**config.mk**
```make
export PLATFORM = sky130hd
export DESIGN_NAME = dbar_regs
export DESIGN_NICKNAME = d
export VERILOG_FILES = /design/src/hdl/dbar_pkg.sv /design/src/hdl/dbar_pulse_gen.sv /design/src/hdl/dbar_regs.sv
export VERILOG_INCLUDE_DIRS = /design/src /design/src/hdl
export SDC_FILE = /design/constraint.sdc
export NUM_CORES = 1
export LEC_CHECK = 0
export ABC_AREA = 1
export BUFFER_PORTS_ARGS = -buffer_cell sky130_fd_sc_hd__buf_2
export CAP_MARGIN = 0
export CORE_ASPECT_RATIO = 1.75
export CORE_MARGIN = 1.5
export CORE_UTILIZATION = 52
export CTS_CLUSTER_SIZE = 30
export DETAILED_ROUTE_END_ITERATION = 8
export PLACE_DENSITY = 0.86
export SLEW_MARGIN = 20
export SYNTH_ARGS = -nofsm -noshare
export SYNTH_HDL_FRONTEND = slang
export SYNTH_SLANG_ARGS = --single-unit
```
**constraint.sdc**
```tcl
create_clock -name clk -period 3.1 [get_ports clk]
set_input_delay 0.62 -clock clk [delete_from_list [all_inputs] [get_ports clk]]
set_output_delay 0.62 -clock clk [all_outputs]
set_load 0.02 [all_outputs]
```
**src/hdl/dbar_consts.svh**
```systemverilog
// Register offsets, field positions and reset values of the daisy bridge address bank
`ifndef DBAR_CONSTS_SVH
`define DBAR_CONSTS_SVH
`define DBAR_NORTH_ADDR_OFS    12'h306
`define DBAR_SOUTH_ADDR_OFS    12'h307
`define DBAR_PRIMARY_CTRL_OFS  12'h309
`define DBAR_EVENT_STAT_OFS    12'h30C
`define DBAR_ADDR_RESET        8'h00
`define DBAR_CTRL_RESET        8'h00
`define DBAR_ADDR_MASK         8'h3F
`define DBAR_BIT_DIR_SEL       7
`define DBAR_BIT_TONE_A        6
`define DBAR_BIT_WAKE          5
`define DBAR_BIT_SLP_TO_ACT    4
`define DBAR_BIT_SHUTDOWN      3
`define DBAR_BIT_SLEEP         2
`define DBAR_BIT_SOFT_RESET    1
`define DBAR_BIT_AUTO_ADDR     0
`define DBAR_SELF_CLEAR_MASK   8'h7F
`define DBAR_UNMAPPED_DATA     32'h00000000
`endif

```
**src/hdl/dbar_pkg.sv**
```systemverilog
// Types shared by the daisy bridge address bank
`default_nettype none
package dbar_pkg;
  typedef logic [5:0] dbar_addr_t;
  typedef logic [7:0] dbar_byte_t;
  typedef enum logic [1:0] {
    DBAR_IDLE,
    DBAR_ANSWER
  } dbar_bus_state_t;
endpackage : dbar_pkg
`default_nettype wire

```
**src/hdl/dbar_pulse_gen.sv**
```systemverilog
// Command pulse for one control bit: set_pulse registered one cycle later
`timescale 1ns/10ps
`default_nettype none
module dbar_pulse_gen (
  // Clock and reset
  input  wire logic clk,
  input  wire logic rst_n,
  // Command
  input  wire logic set_pulse,
  // Pulse out
  output logic      pulse_out
);
  logic pulse_reg;
  logic pulse_next;

  always_comb begin
    pulse_next = set_pulse;
  end

  always_ff @(posedge clk or negedge rst_n) begin
    if (!rst_n) begin
      pulse_reg <= 1'b0;
    end else begin
      pulse_reg <= pulse_next;
    end
  end

  assign pulse_out = pulse_reg;
endmodule : dbar_pulse_gen
`default_nettype wire

```
**src/hdl/dbar_regs.sv**
```systemverilog
// Daisy bridge address bank with Avalon-MM slave
`timescale 1ns/10ps
`default_nettype none
`include "dbar_consts.svh"

//
// Contract
// RULE_01 - With direction select 0 the north address is the active address and reads back as stored.
// RULE_02 - With direction select 1 the south address is the active address and reads back as stored.
// RULE_03 - Both direction address registers are 0x00 after reset.
// RULE_04 - A written address takes effect at once with no further command.
// RULE_05 - The control register holds eight read-write bits reset to 0 in the documented order; only bit 7 holds, bits 6 to 0 self-clear.
// RULE_06 - Setting auto-address arm starts addressing, drops the first transaction, and clears itself.
// RULE_07 - Writing 1 to soft reset restores defaults and the bit clears itself.
// RULE_08 - Bit 7 of each address register reads 0 and never affects the active address.
module dbar_regs
  import dbar_pkg::*;
(
  // Clock and reset
  input  wire logic        clk,
  input  wire logic        rst_n,
  // Avalon-MM slave
  input  wire logic [11:0] avs_address,
  input  wire logic        avs_read,
  input  wire logic        avs_write,
  input  wire logic [31:0] avs_writedata,
  input  wire logic [3:0]  avs_byteenable,
  output logic      [31:0] avs_readdata,
  output logic             avs_waitrequest,
  // Forwarding logic
  input  wire logic        frame_received,
  output logic             frame_suppress,
  output logic             addressing_active,
  output logic      [5:0]  active_address,
  output logic             direction_select,
  // Command strobes
  output logic             tone_a,
  output logic             wake_tone,
  output logic             send_sleep_to_active_tone,
  output logic             enter_shutdown,
  output logic             enter_sleep,
  output logic             soft_reset_pulse
);

  function automatic logic [7:0] dbar_read_mux(input logic [11:0] a, input dbar_addr_t n,
                                               input dbar_addr_t s, input dbar_byte_t c,
                                               input logic aa);
    logic [7:0] r;
    r = 8'h00;
    case (a)
      `DBAR_NORTH_ADDR_OFS:   r = {2'b00, n}; // RULE_08
      `DBAR_SOUTH_ADDR_OFS:   r = {2'b00, s}; // RULE_08
      `DBAR_PRIMARY_CTRL_OFS: r = c;
      `DBAR_EVENT_STAT_OFS:   r = {7'h00, aa};
      default:                r = 8'h00;
    endcase
    return r;
  endfunction : dbar_read_mux

  dbar_bus_state_t state_reg, state_next;
  dbar_addr_t      north_reg, north_next;
  dbar_addr_t      south_reg, south_next;
  dbar_byte_t      ctrl_reg, ctrl_next;
  logic            aa_reg, aa_next;
  logic [31:0]     rdata_reg, rdata_next;
  logic            wait_reg, wait_next;
  logic [5:0]      act_reg, act_next;
  logic            sup_reg, sup_next;
  logic [7:0]      strobe_reg, strobe_next;
  logic            sr_req;
  logic            sr_pulse;
  logic            wr_lane0;

  // Write lands only on the edge that sees waitrequest low, never while the bus still waits
  assign wr_lane0 = avs_write && avs_byteenable[0] && (state_reg == DBAR_ANSWER);

  always_comb begin
    state_next  = state_reg;
    north_next  = north_reg;
    south_next  = south_reg;
    ctrl_next   = ctrl_reg & ~`DBAR_SELF_CLEAR_MASK; // RULE_06 RULE_07
    aa_next     = aa_reg;
    rdata_next  = rdata_reg;
    wait_next   = 1'b1;
    strobe_next = 8'h00;
    sup_next    = 1'b0;
    sr_req      = 1'b0;
    case (state_reg)
      DBAR_IDLE: begin
        if (avs_read || avs_write) begin
          state_next = DBAR_ANSWER;
          wait_next  = 1'b0;
          rdata_next = {24'h000000, dbar_read_mux(avs_address, north_reg, south_reg, ctrl_reg, aa_reg)};
        end
      end
      DBAR_ANSWER: begin
        state_next = DBAR_IDLE;
        rdata_next = `DBAR_UNMAPPED_DATA;
      end
      default: begin
        state_next = DBAR_IDLE;
      end
    endcase
    if (wr_lane0) begin
      case (avs_address)
        `DBAR_NORTH_ADDR_OFS:   north_next = avs_writedata[5:0]; // RULE_04 RULE_08
        `DBAR_SOUTH_ADDR_OFS:   south_next = avs_writedata[5:0]; // RULE_04 RULE_08
        `DBAR_PRIMARY_CTRL_OFS: begin
          ctrl_next   = avs_writedata[7:0]; // RULE_05
          strobe_next = avs_writedata[7:0] & `DBAR_SELF_CLEAR_MASK;
          sr_req      = avs_writedata[`DBAR_BIT_SOFT_RESET]; // RULE_07
        end
        default: begin
        end
      endcase
    end
    // Auto-address: arm, then drop first frame
    if (strobe_reg[`DBAR_BIT_AUTO_ADDR]) begin
      aa_next = 1'b1; // RULE_06
    end else if (aa_reg && frame_received) begin
      aa_next  = 1'b0;
      sup_next = 1'b1; // RULE_06
    end
    if (sr_pulse) begin
      // Soft reset wins over a same-cycle write
      north_next = 6'(`DBAR_ADDR_RESET); // RULE_07
      south_next = 6'(`DBAR_ADDR_RESET);
      ctrl_next  = `DBAR_CTRL_RESET;
      aa_next    = 1'b0;
    end
    // Active address loads on the same edge as the stored value
    act_next = ctrl_next[`DBAR_BIT_DIR_SEL] ? south_next : north_next; // RULE_01 RULE_02 RULE_04
  end

  always_ff @(posedge clk or negedge rst_n) begin
    if (!rst_n) begin
      state_reg  <= DBAR_IDLE;
      north_reg  <= 6'(`DBAR_ADDR_RESET); // RULE_03
      south_reg  <= 6'(`DBAR_ADDR_RESET); // RULE_03
      ctrl_reg   <= `DBAR_CTRL_RESET; // RULE_05
      aa_reg     <= 1'b0;
      rdata_reg  <= 32'h00000000;
      wait_reg   <= 1'b1;
      act_reg    <= 6'h00;
      sup_reg    <= 1'b0;
      strobe_reg <= 8'h00;
    end else begin
      state_reg  <= state_next;
      north_reg  <= north_next;
      south_reg  <= south_next;
      ctrl_reg   <= ctrl_next;
      aa_reg     <= aa_next;
      rdata_reg  <= rdata_next;
      wait_reg   <= wait_next;
      act_reg    <= act_next;
      sup_reg    <= sup_next;
      strobe_reg <= strobe_next;
    end
  end

  dbar_pulse_gen u_soft_reset (
    .clk       (clk),
    .rst_n     (rst_n),
    .set_pulse (sr_req),
    .pulse_out (sr_pulse)
  );

  assign avs_readdata              = rdata_reg;
  assign avs_waitrequest           = wait_reg;
  assign active_address            = act_reg;
  assign direction_select          = ctrl_reg[`DBAR_BIT_DIR_SEL];
  assign addressing_active         = aa_reg;
  assign frame_suppress            = sup_reg;
  assign tone_a                    = strobe_reg[`DBAR_BIT_TONE_A];
  assign wake_tone                 = strobe_reg[`DBAR_BIT_WAKE];
  assign send_sleep_to_active_tone = strobe_reg[`DBAR_BIT_SLP_TO_ACT];
  assign enter_shutdown            = strobe_reg[`DBAR_BIT_SHUTDOWN];
  assign enter_sleep               = strobe_reg[`DBAR_BIT_SLEEP];
  assign soft_reset_pulse          = strobe_reg[`DBAR_BIT_SOFT_RESET];

  north_active_a: assert property (@(posedge clk) disable iff (!rst_n) // RULE_01
    !ctrl_reg[7] |-> act_reg == north_reg)
    else $error("active address not north");
  south_active_a: assert property (@(posedge clk) disable iff (!rst_n) // RULE_02
    ctrl_reg[7] |-> act_reg == south_reg)
    else $error("active address not south");
  addr_reset_a: assert property (@(posedge clk) $rose(rst_n) |-> north_reg == 6'h00 && south_reg == 6'h00) // RULE_03
    else $error("address not zero after reset");
  write_adopt_a: assert property (@(posedge clk) disable iff (!rst_n) // RULE_04
    wr_lane0 && avs_address == 12'h306 && !sr_pulse |=> north_reg == $past(avs_writedata[5:0]))
    else $error("north write not adopted");
  ctrl_selfclr_a: assert property (@(posedge clk) disable iff (!rst_n) // RULE_05
    !wr_lane0 |=> (ctrl_reg & 8'h7F) == 8'h00)
    else $error("control bits did not self clear");
  arm_start_a: assert property (@(posedge clk) disable iff (!rst_n) // RULE_06
    strobe_reg[0] && !sr_pulse |=> aa_reg)
    else $error("auto address not armed");
  first_drop_a: assert property (@(posedge clk) disable iff (!rst_n) // RULE_06
    aa_reg && !strobe_reg[0] && frame_received && !sr_pulse |=> frame_suppress && !aa_reg)
    else $error("first frame not dropped");
  soft_reset_a: assert property (@(posedge clk) disable iff (!rst_n) // RULE_07
    wr_lane0 && avs_address == 12'h309 && avs_writedata[1] |-> ##2 north_reg == 6'h00 && ctrl_reg == 8'h00)
    else $error("soft reset did not restore defaults");
  reserved_zero_a: assert property (@(posedge clk) disable iff (!rst_n) // RULE_08
    $past(avs_read) && !wait_reg && $past(avs_address) == 12'h306 |-> avs_readdata[7:6] == 2'b00)
    else $error("reserved bit read nonzero");
  south_adopt_a: assert property (@(posedge clk) disable iff (!rst_n) // RULE_04
    wr_lane0 && avs_address == 12'h307 && !sr_pulse |=> south_reg == $past(avs_writedata[5:0]))
    else $error("south write not adopted");
  write_edge_a: assert property (@(posedge clk) disable iff (!rst_n) // RULE_04
    wr_lane0 |-> !avs_waitrequest)
    else $error("write taken while waitrequest high");
  strobe_pulse_a: assert property (@(posedge clk) disable iff (!rst_n) // RULE_05
    wr_lane0 && avs_address == 12'h309 |=> strobe_reg == ($past(avs_writedata[7:0]) & 8'h7F))
    else $error("command strobes wrong");
  soft_once_a: assert property (@(posedge clk) disable iff (!rst_n) // RULE_07
    sr_pulse |=> !sr_pulse)
    else $error("soft reset pulse longer than one cycle");
  reserved_south_a: assert property (@(posedge clk) disable iff (!rst_n) // RULE_08
    $past(avs_read) && !wait_reg && $past(avs_address) == 12'h307 |-> avs_readdata[7:6] == 2'b00)
    else $error("reserved south bit read nonzero");
endmodule : dbar_regs
`default_nettype wire

```
### Yosys cells after proc, flatten, opt, wreduce, memory -nomap -nowiden

Index checks and enable logic that the tools add are counted.

* logic and storage cells: 51
* input port bits: 53
* flip-flop bits (word level): 71
* output and inout bits: 48

* equality and inequality tests: 6
* reduce and logical (&&, ||, !) cells: 8
* muxes and demuxes: 26

Operator list (number)
* 32-bit one-hot mux with 2 select lines: 1
* 12-bit by 10-bit equality test with 1-bit output (second input constant): 4
* 6-bit 2-to-1 mux: 7
* 32-bit 2-to-1 mux: 1
* 8-bit one-hot mux with 4 select lines: 1
* 8-bit 2-to-1 mux: 3
* 7-bit 2-to-1 mux: 2
* 1-bit 2-to-1 mux: 9
* 2-bit 2-to-1 mux: 2
* 1-bit logical AND: 3
* 3-bit nonzero test: 1
* 2-bit by 1-bit equality test with 1-bit output (second input constant): 1
* 2-bit logical NOT: 1
* 2-bit != test (second input constant): 1
* 2-bit AND reduction: 1
* 2-bit nonzero test: 1
* 1-bit logical OR: 1

### Longest topological paths before layout

Gate-level depths: netlist of run 1.

* word-level depth: 5
* gate-level depth with buffers: 10
* mapped depth without buffers: 10

### By module

Synthesis of run 1 repeated with hierarchy kept, for this count alone.

* cell total of the unflattened synthesis: 288
* area total of the unflattened synthesis: 2378.5 um2

Modules (own cells, without submodules)
* dbar_regs: times used 1, cells an instance 287, sequential area each 1127.3 um2, area each 2353.5 um2
* dbar_pulse_gen: times used 1, cells an instance 1, sequential area each 25.0 um2, area each 25.0 um2

### Worst setup path after synthesis of run 1

Ideal clock, no wire load.

* path type: input to register
* from: in avs_address[7]
* to: reg act_reg[3], in the netlist active_address[3]
* buffers on the path: 1
* library setup time: 116 ps
* arrival time: 1441 ps
* data required time: 2984 ps
* slack: 1542 ps
* stages: 9
* path through: nor2_2 nand2_2 nor2_8 buf_4 nand4_1 nand2_1 nor2_2 nand2_1 nand2_1

* longest elaborated chain between the ends: 5
* elaborated cells on any way between the ends: 13
* classes of those cells: 3 x eq/ne; 10 x mux

RTL lines
* start: declaration: line dbar_regs.sv:23 `input wire logic [11:0] avs_address,`
* 12-bit by 10-bit equality test with 1-bit output: line dbar_regs.sv:105 `case (avs_address)`
* 6-bit 2-to-1 mux: line dbar_regs.sv:105
* 6-bit 2-to-1 mux: line dbar_regs.sv:104 `if (wr_lane0) begin`
* 6-bit 2-to-1 mux: line dbar_regs.sv:124 `if (sr_pulse) begin`
* via north_next[3]: line dbar_regs.sv:61 `dbar_addr_t north_reg, north_next;`
* 6-bit 2-to-1 mux: line dbar_regs.sv:132 `` act_next = ctrl_next[`DBAR_BIT_DIR_SEL] ? south_next : north_next; ``
* via act_next[3]: line dbar_regs.sv:67 `logic [5:0] act_reg, act_next;`
* end signal: assignment: line dbar_regs.sv:155 `act_reg <= act_next;`
* end: declaration: line dbar_regs.sv:67

The timed path passes the listed nets, and every way through them passes these cells.
A chain may end at the register's enable or synchronous reset.

==> impl_metrics.py, run 1 <==
metrics = {
    "outcome": {
        "status": "complete, no violations",
    },
    "timing": {
        "worst_slew_pin_slew_ns": 0.568,
        "relSlewSlack": 0.621,
        "skew_ns": 0.00471,
        "period_share": 0.547,
        "setup_ws_ns": 1.41,
        "final.min_clock_period_ns": 1.69,
        "setup_violations": 0,
        "rsz0062_at_grt": "false",
        "final-max-slew-violation-count": 0,
        "fmax_mhz": 590,
        "hold_viol": 0,
        "fin_tns_setup_ns": 0,
    },
    "place": {
        "io_buffer_count": 49,
        "dp_hpwl_mm": 3.62,
        "routabilityCongestion": 0.785,
        "place_inst": 383,
        "dp_slack_ns": 1.12,
    },
    "setup_path": {
        "crit_type": "flop to output port",
        "crit_required_ns": 2.48,
        "setup.worst_path.end_class": "output port",
        "crit_fanout": 10,
        "cpLargestDelayFamily": "flip-flops",
        "crit_chain": "buf_2",
        "cp_num_buf_inv": 1,
        "crit_path_max_incr_delay_ns": 0.53,
        "cp-startpoint": "u_soft_reset.pulse_out",
        "slowest_stage": "dfrtp_1",
        "cp.depth": 1,
        "arrival_ns": 1.07,
        "critPathLaunchType": "flop",
        "r2r-start": "state_reg[0]",
        "reg2reg_depth": 7,
    },
    "floorplan": {
        "coreArea_sq_mm": 0.00440,
        "die_h_microns": 92.9,
        "rows": 32,
        "design.die.area_sq_mm": 0.00506,
        "io_pins": 101,
        "initial_utilization": 0.546,
        "die_w_microns": 54.4,
    },
    "routing": {
        "wire_per_inst_microns": 12.6,
        "vias": 1933,
        "detail-route-antenna-nets": 0,
        "first_pass_iters": 4,
        "drtIter0Drc": 52,
        "drc": 0,
        "viasPerCell": 4.94,
        "routed_wl_mm": 4.91,
    },
    "synthesis": {
        "synth_top_cell_by_area": "dfrtp_1",
        "synth_area_sq_mm": 0.00240,
        "yosysTopAreaCellShare": 0.458,
        "avgSynthCellArea_sq_um": 8.32,
        "synthCells": 289,
        "synthTopCellsByArea": "dfrtp_1 46%, nand2_1 14%, buf_4 8.1%",
        "synth-seq-area-share": 0.469,
        "synth.distinct_cells": 27,
        "ys_ff_latch": 45,
        "ys_warn_count": 0,
    },
    "grt": {
        "grt_pass1_wl_mm": 8.23,
        "antenna_found_initial": 0,
        "grt_pass1_vias": 1911,
        "grt.total_usage": 0.225,
        "grt-ovfl-total": 0,
        "grt_start_max_net_pins": 46,
    },
    "cells_and_area": {
        "finish.utilization": 0.607,
        "layout.nets": 392,
        "final_layout_size_suffix_gt1_frac": 0.285,
        "antenna_cells": 0,
        "layout.cells.non_filler": 391,
        "layout_commonest_cell": "nand2_1",
        "syn_to_final_growth_pct": 11.2,
        "multi_input_area_sq_um": 988,
        "layout_common_cells": "89 x nand2_1, 48 x buf_2, 44 x dfrtp_1, 31 x inv_1, 24 x conb_1",
        "regArea_sq_mm": 0.00113,
        "nFillCells": 375,
    },
    "clocking": {
        "cts_tree": "yes",
        "post_cts_buffers": 0,
        "root_buffer": "clkbuf_8",
        "htree_levels": 2,
        "path_clk_slew_ns": 0.08,
        "cts_made_buffers": 5,
        "clockBufferDepth": 2,
        "clk_latency_ns": 0.31,
        "postCtsResizedCells": 0,
        "clock_sinks": 45,
        "hold_buffers": 0,
    },
    "worst_hold_path": {
        "hold_path.class": "input pin to async pin",
    },
    "power_and_ir_drop": {
        "p_leak_nw": 1.58,
        "irDropWorstVdd_mv": 0.302,
        "total_power_mw": 1.12,
        "p_per_area_mw_per_mm2": 419,
    },
    "job": {
        "cap_violations": 0,
    },
}
-- Yosys cell counts --
cell type	number
nand2_2	4
dfstp_2	1
nor2_4	5
o31ai_1	1
nand4_1	14
inv_4	1
nand3_4	3
o21ai_0	1
inv_2	11
a21oi_1	1
nand3_1	9
nand3_2	1
and2_1	3
nor3_1	7
nand2_4	1
o21ai_1	2
dfrtp_1	44
nor2_8	3
buf_4	26
a21oi_2	1
conb_1	1
buf_2	3
nor2_2	9
inv_1	31
nor3_2	1
nand2_1	89
nor2_1	16
-- kinds of logic after synthesis --
kind of cell / share of synthesized area
AND/OR/NAND/NOR: 0.359
other: 0.00156
flip-flops: 0.469
AO/OA/AOI/OAI: 0.0151
buffers and inverters: 0.156
-- power breakdown --
group,internal [mW],switching [mW]
clock,0.156,0.203
sequential,0.605,0.00926
combinational,0.0331,0.114
total,0.794,0.326
-- through the flow --
step	area (sq um)	hold slack, ns
after floorplan	2490	0.324
after CTS	2670	0.428
after global placement	2590	0.408
after detailed placement	2590	0.417
final	2670	0.294
after global routing	2670	0.338
-- per-layer routing --
metal / GRT usage / share of wire / wire [microns]
met5: 0 / 0 / 0
met2: 0.393 / 0.55 / 2710
met3: 0.0548 / 0.058 / 283
met4: 0.129 / 0.038 / 187
met1: 0.228 / 0.35 / 1730
-- path summary, 6_finish.rpt --
kind / end / slack [ns]
max in group asynchronous: avs_readdata[2] / 2.41
max: soft_reset_pulse / 1.41
min reg2reg: frame_suppress / 0.43
max reg2reg: active_address[0] / 1.54
min in group clk: frame_suppress / 0.43
min: active_address[0] / 0.29
-- cell type report --
class	instances	area share
multi-input cells	195	0.370
inverters	43	0.0613
repair buffers	49	0.0927
clock buffers	6	0.0271
clock inverters	2	0.00374
flip-flops and latches	45	0.422
well taps	51	0.0239
Power figures use the tool's default switching activity.
==> run 2, diff against run 1 <==
--- a/config.mk
+++ b/config.mk
@@ -11,10 +11,10 @@
 export CAP_MARGIN = 0
 export CORE_ASPECT_RATIO = 1.75
 export CORE_MARGIN = 1.5
-export CORE_UTILIZATION = 52
+export CORE_UTILIZATION = 43
 export CTS_CLUSTER_SIZE = 30
 export DETAILED_ROUTE_END_ITERATION = 8
-export PLACE_DENSITY = 0.86
+export PLACE_DENSITY = 0.76
 export SLEW_MARGIN = 20
 export SYNTH_ARGS = -nofsm -noshare
 export SYNTH_HDL_FRONTEND = slang
==> constraint.sdc (replaced) <==
create_clock -name clk -period 1.4 [get_ports clk]
set_input_delay 0.28 -clock clk [delete_from_list [all_inputs] [get_ports clk]]
set_output_delay 0.28 -clock clk [all_outputs]
set_load 0.02 [all_outputs]
==> run 2 against run 1 <==
Net effect: flip-flop and latch count unchanged; cell count increased by 10%; final area is 7.9% higher; register-to-register slack lost 1.4 ns; global-route usage decreased by 5.9 points; critical path type unchanged; largest cell class unchanged; highest routed layer unchanged.
==> impl_metrics.py, run 2 (same netlist as run 1, synthesis figures left out) <==
metrics = {
    "outcome": {
        "status": "complete, no violations",
    },
    "floorplan": {
        "die_h_microns": 102,
        "initial_utilization": 0.450,
        "rows": 35,
        "coreArea_sq_mm": 0.00534,
        "io_pins": 101,
        "die_w_microns": 59.5,
        "design.die.area_sq_mm": 0.00606,
    },
    "setup_path": {
        "slowest_stage": "dfrtp_1",
        "cp-startpoint": "u_soft_reset.pulse_out",
        "reg2reg_depth": 7,
        "critPathLaunchType": "flop",
        "r2r-start": "state_reg[0]",
        "regToRegSetupSlack_ns": 0.11,
        "crit_fanout": 9,
        "cp-endpoint": "soft_reset_pulse",
        "crit_required_ns": 1.12,
        "crit_type": "flop to output port",
        "crit_chain": "buf_4 -> buf_2",
        "rr_endpoint": "active_address[0]",
        "crit_path_max_incr_delay_ns": 0.38,
        "arrival_ns": 1.01,
        "setup.worst_path.end_class": "output port",
    },
    "grt": {
        "antenna_found_initial": 0,
        "grt_pass1_vias": 1783,
        "grt_start_max_net_pins": 22,
        "grt_pass1_wl_mm": 7.73,
        "grt.total_usage": 0.166,
        "grt-ovfl-total": 0,
    },
    "cells_and_area": {
        "final_area_sq_mm": 0.00288,
        "layout_common_cells": "89 x nand2_1, 49 x buf_2, 44 x dfrtp_1, 31 x inv_1, 24 x conb_1",
        "layout.nets": 409,
        "multi_input_area_sq_um": 988,
        "layout_commonest_cell": "nand2_1",
        "regArea_sq_mm": 0.00113,
        "syn_to_final_growth_pct": 20.0,
        "finish.utilization": 0.540,
        "antenna_cells": 0,
        "nFillCells": 528,
        "final_layout_size_suffix_gt1_frac": 0.317,
    },
    "clocking": {
        "root_buffer": "clkbuf_8",
        "clockBufferDepth": 2,
        "cts_tree": "yes",
        "path_clk_slew_ns": 0.08,
        "clock_sinks": 45,
        "clk_latency_ns": 0.29,
        "htree_levels": 2,
        "cts_made_buffers": 5,
    },
    "routing": {
        "vias": 1907,
        "routed_wl_mm": 4.83,
        "first_pass_iters": 4,
        "drc": 0,
        "viasPerCell": 4.42,
        "drtIter0Drc": 56,
        "wire_per_inst_microns": 11.2,
        "detail-route-antenna-nets": 0,
    },
    "power_and_ir_drop": {
        "p_per_area_mw_per_mm2": 936,
        "swShare": 0.264,
        "p_leak_nw": 1.69,
        "seqPwrFrac": 0.503,
        "p_int_mw": 1.99,
        "p_sw_mw": 0.712,
        "irDropWorstVdd_mv": 0.642,
        "pwr-share-comb": 0.141,
        "power_frac_clock": 0.356,
    },
    "place": {
        "routabilityCongestion": 0.790,
        "io_buffer_count": 49,
        "post_dp_cell_area_sq_mm": 0.00275,
        "dp_hpwl_mm": 3.79,
    },
    "timing": {
        "fin_tns_setup_ns": 0,
        "final.min_clock_period_ns": 1.29,
        "setup_violations": 0,
        "hold_viol": 0,
        "final-max-slew-violation-count": 0,
        "fmax_mhz": 775,
        "skew_ns": 0.00776,
        "rsz0062_at_grt": "false",
        "period_share": 0.921,
        "hold_slack_ns": 0.224,
    },
    "job": {
        "cap_violations": 0,
    },
    "worst_hold_path": {
        "hold_path.class": "input pin to flop",
    },
}
-- run 2: cell count changes in the layout (fill, tap and decap cells not counted) --
cell,before,now
buf_4,1,14
buf_12,0,2
clkinv_2,2,0
buf_2,48,49
bufinv_16,0,1
clkinv_4,0,1
dlygate4sd3_1,0,1
-- run 2: how the worst min path moves through the flow --
stage,to,slack (ns),depth (start not counted),start
after global placement,avs_readdata[3],0.21,1,rst_n
after global routing,frame_suppress,0.23,3,frame_received
final,strobe_reg[6],0.22,3,avs_writedata[6]
after CTS,frame_suppress,0.22,3,frame_received
after floorplan,active_address[0],-0.02,0,rst_n
after detailed placement,avs_readdata[5],0.21,1,rst_n
-- run 2: final cells by class --
class	count	area share
timing repair buffer	66	0.139
inverter	43	0.0568
sequential	45	0.391
clock buffer	6	0.0252
multi-input combinational	195	0.343
tap	74	0.0321
clock inverter	2	0.0134
-- run 2: per-layer routing --
| metal | vias up | share of wire | track usage |
|---|---|---|---|
| met3 | 6 | 0.039 | 0.0241 |
| li1 | 969 | - | - |
| met5 | - | 0 | 0 |
| met1 | 873 | 0.38 | 0.178 |
| met4 | 0 | 0.017 | 0.0530 |
| met2 | 59 | 0.57 | 0.320 |
-- run 2: metrics by stage --
step	total power, mW	setup slack [ns]	cells
2_1_floorplan	1.66	0.124	312
3_3_place_gp	1.74	-0.0377	420
3_5_place_dp	1.75	-0.0657	420
4_1_cts	2.71	0.0346	429
5_1_grt	2.79	0.0102	431
6_report	2.70	0.110	431
-- run 2: power by group through the flow --
stage | Sequential [mW] | Clock [mW] | Combinational (mW)
finish | 1.36 | 0.961 | 0.380
global route | 1.36 | 1.02 | 0.413
CTS | 1.36 | 0.980 | 0.371
detailed placement | 1.39 | 0 | 0.368
global placement | 1.38 | 0 | 0.360
floorplan | 1.41 | 0 | 0.255
-- run 2: worst max-delay path: cells and delay by family (launching register included) --
family                 cells  cell delay [ns]
flip-flops                 1             0.38
buffers and inverters      2             0.34
-- run 2: repair_timing --
| item | 4_1_cts | 5_1_grt |
|---|---|---|
| setup endpoints to repair | 0 | 6 |
| hold buffers | 1 | 0 |
| gates resized for setup | 0 | 0 |
| buffers inserted | 0 | 2 |
| hold endpoints to repair | 13 | 0 |
==> run 3, diff against run 2 <==
--- a/config.mk
+++ b/config.mk
@@ -7,14 +7,15 @@
 export NUM_CORES = 1
 export LEC_CHECK = 0
 export ABC_AREA = 1
-export BUFFER_PORTS_ARGS = -buffer_cell sky130_fd_sc_hd__buf_2
 export CAP_MARGIN = 0
 export CORE_ASPECT_RATIO = 1.75
 export CORE_MARGIN = 1.5
-export CORE_UTILIZATION = 43
+export CORE_UTILIZATION = 55
 export CTS_CLUSTER_SIZE = 30
 export DETAILED_ROUTE_END_ITERATION = 8
-export PLACE_DENSITY = 0.76
+export DONT_BUFFER_PORTS = 1
+export HOLD_SLACK_MARGIN = 0.02
+export PLACE_DENSITY_LB_ADDON = 0.25
 export SLEW_MARGIN = 20
 export SYNTH_ARGS = -nofsm -noshare
 export SYNTH_HDL_FRONTEND = slang
==> run 3 against run 2 <==
Net effect: first-iteration DRC count decreased by 20%; sequential power about the same; critical path type is now flop to flop; worst hold slack got worse by 0.13 ns.
==> impl_metrics.py, run 3 (same netlist as run 1, synthesis figures left out) <==
metrics = {
    "worst_hold_path": {
        "hold_depth": 2,
        "hold_path.class": "input pin to flop",
    },
    "cells_and_area": {
        "layout.nets": 356,
        "nFillCells": 376,
        "layout.cells.non_filler": 353,
        "syn_to_final_growth_pct": 5.99,
        "layout_common_cells": "89 x nand2_1, 44 x dfrtp_1, 31 x inv_1, 24 x conb_1, 15 x nor2_1",
        "antenna_cells": 0,
        "final_layout_size_suffix_gt1_frac": 0.197,
        "layout_commonest_cell": "nand2_1",
    },
    "power_and_ir_drop": {
        "seqPwrFrac": 0.564,
        "p_leak_nw": 1.42,
        "irDropWorstVdd_mv": 0.779,
        "p_sw_mw": 0.688,
        "power_frac_clock": 0.317,
        "swShare": 0.281,
        "p_int_mw": 1.76,
        "p_per_area_mw_per_mm2": 962,
        "pwr-share-comb": 0.119,
    },
    "setup_path": {
        "critPathLaunchType": "flop",
        "cp.depth": 8,
        "cp_num_buf_inv": 2,
        "crit_path_max_incr_delay_ns": 0.39,
        "crit_required_ns": 1.60,
        "setup.worst_path.end_class": "flop",
        "arrival_ns": 1.47,
        "cpLargestDelayFamily": "simple AND/OR/NAND/NOR gates",
        "crit_path_frequent_cell": "nand2_1",
        "crit_type": "flop to flop",
        "slowest_stage": "dfrtp_1",
        "crit_chain": "inv_2 -> nor2_8 -> buf_4 -> nand4_1 -> nand2_1 -> nor2_1 -> nand2_1 -> nand2_1",
        "crit_fanout": 8,
        "reg2reg_depth": 8,
    },
    "clocking": {
        "root_buffer": "clkbuf_8",
        "cts_tree": "yes",
        "clk_latency_ns": 0.29,
        "cts_made_buffers": 5,
        "clockBufferDepth": 2,
        "clock_sinks": 45,
        "path_clk_slew_ns": 0.08,
        "htree_levels": 2,
    },
    "place": {
        "io_buffer_count": 0,
        "place_inst": 341,
        "dp_hpwl_mm": 3.44,
        "routabilityCongestion": 0.828,
    },
    "floorplan": {
        "die_w_microns": 53.0,
        "rows": 31,
        "initial_utilization": 0.579,
        "design.die.area_sq_mm": 0.00479,
        "io_pins": 101,
        "coreArea_sq_mm": 0.00415,
        "die_h_microns": 90.5,
    },
    "routing": {
        "vias": 1727,
        "detail-route-antenna-nets": 0,
        "drc": 0,
        "drtIter0Drc": 45,
        "wire_per_inst_microns": 12.9,
        "routed_wl_mm": 4.57,
        "first_pass_iters": 4,
        "viasPerCell": 4.89,
    },
    "timing": {
        "fmax_mhz": 783,
        "hold_slack_ns": 0.0948,
        "hold_viol": 0,
        "rsz0062_at_grt": "false",
        "final.min_clock_period_ns": 1.28,
        "period_share": 0.912,
        "final-max-slew-violation-count": 0,
        "skew_ns": 0.00742,
        "setup_violations": 0,
    },
    "outcome": {
        "status": "complete, no violations",
    },
    "grt": {
        "grt.total_usage": 0.222,
        "grt-ovfl-total": 0,
        "grt_start_max_net_pins": 46,
        "grt_pass1_wl_mm": 8.04,
        "antenna_found_initial": 0,
        "grt_pass1_vias": 1794,
    },
    "job": {
        "cap_violations": 0,
    },
}
==> run 3: cell count changes in the layout (fill, tap and decap cells not counted) <==
cell / previous run / this run
buf_12: 2 / 0
buf_16: 0 / 1
clkinvlp_4: 0 / 1
nor2_1: 16 / 15
buf_4: 14 / 11
buf_2: 49 / 0
bufinv_16: 1 / 0
clkinv_4: 1 / 0
nor2_2: 9 / 10
clkbuf_1: 1 / 2
==> run 3: path summary, 6_finish.rpt <==
check	end	startpoint	slack (ns)
max in group asynchronous	avs_waitrequest	rst_n	0.65
hold reg to reg	frame_suppress	strobe_reg[0]	0.42
setup reg to reg	active_address[5]	state_reg[0]	0.12
hold / removal	frame_suppress	frame_received	0.09
min in group asynchronous	south_reg[3]	rst_n	0.49
setup / recovery	active_address[5]	state_reg[0]	0.12
==> run 3: timing repair <==
action / CTS / global route
setup buffers: 0 / 2
setup endpoints to repair: 0 / 6
resized for setup: 0 / 1
hold buffers: 2 / 0
endpoints found under the hold margin: 45 / 0
==> run 3: per-layer routing <==
metal	GRT usage	up-vias	share of wire
met4	0.0833	0	0.016
met2	0.386	52	0.53
li1	-	865	-
met3	0.0381	5	0.048
met5	0	-	0
met1	0.260	805	0.40
==> run 3: cell type report <==
class / count / area [sq um] / share of cell area
repair buffers: 13 / 120 / 0.0472
clock buffers: 7 / 76.3 / 0.0300
clock inverters: 1 / 7.51 / 0.00295
flip-flops and latches: 45 / 1130 / 0.443
well taps: 49 / 61.3 / 0.0241
multi-input cells: 195 / 991 / 0.389
inverters: 43 / 164 / 0.0643
==> run 3: metrics by stage <==
step / setup WS (ns) / TNS [ns] / area [sq um] / total power, mW / utilization
after floorplan: 0.124 / 0 / 2490 / 1.66 / -
after global placement: 0.0347 / 0 / 2410 / 1.65 / 0.580
after detailed placement: -0.00507 / -0.00507 / 2410 / 1.66 / 0.580
after CTS: 0.0718 / 0 / 2530 / 2.46 / 0.610
after global routing: 0.00245 / 0 / 2550 / 2.57 / 0.614
final: 0.123 / 0 / 2550 / 2.45 / 0.614
==> run 3: power groups by stage <==
stage	Sequential, mW	Combinational, mW	Clock [mW]
floorplan	1.41	0.255	0
global placement	1.41	0.238	0
detailed placement	1.41	0.244	0
CTS	1.38	0.283	0.796
global route	1.39	0.323	0.852
finish	1.38	0.291	0.777
==> run 3: worst register-to-register path, delay by kind of cell, from the launching register on <==
kind / cells / cell delay [ns]
DFF: 1 / 0.39
and+or+nand+nor: 6 / 0.51
buffers and inverters: 2 / 0.28
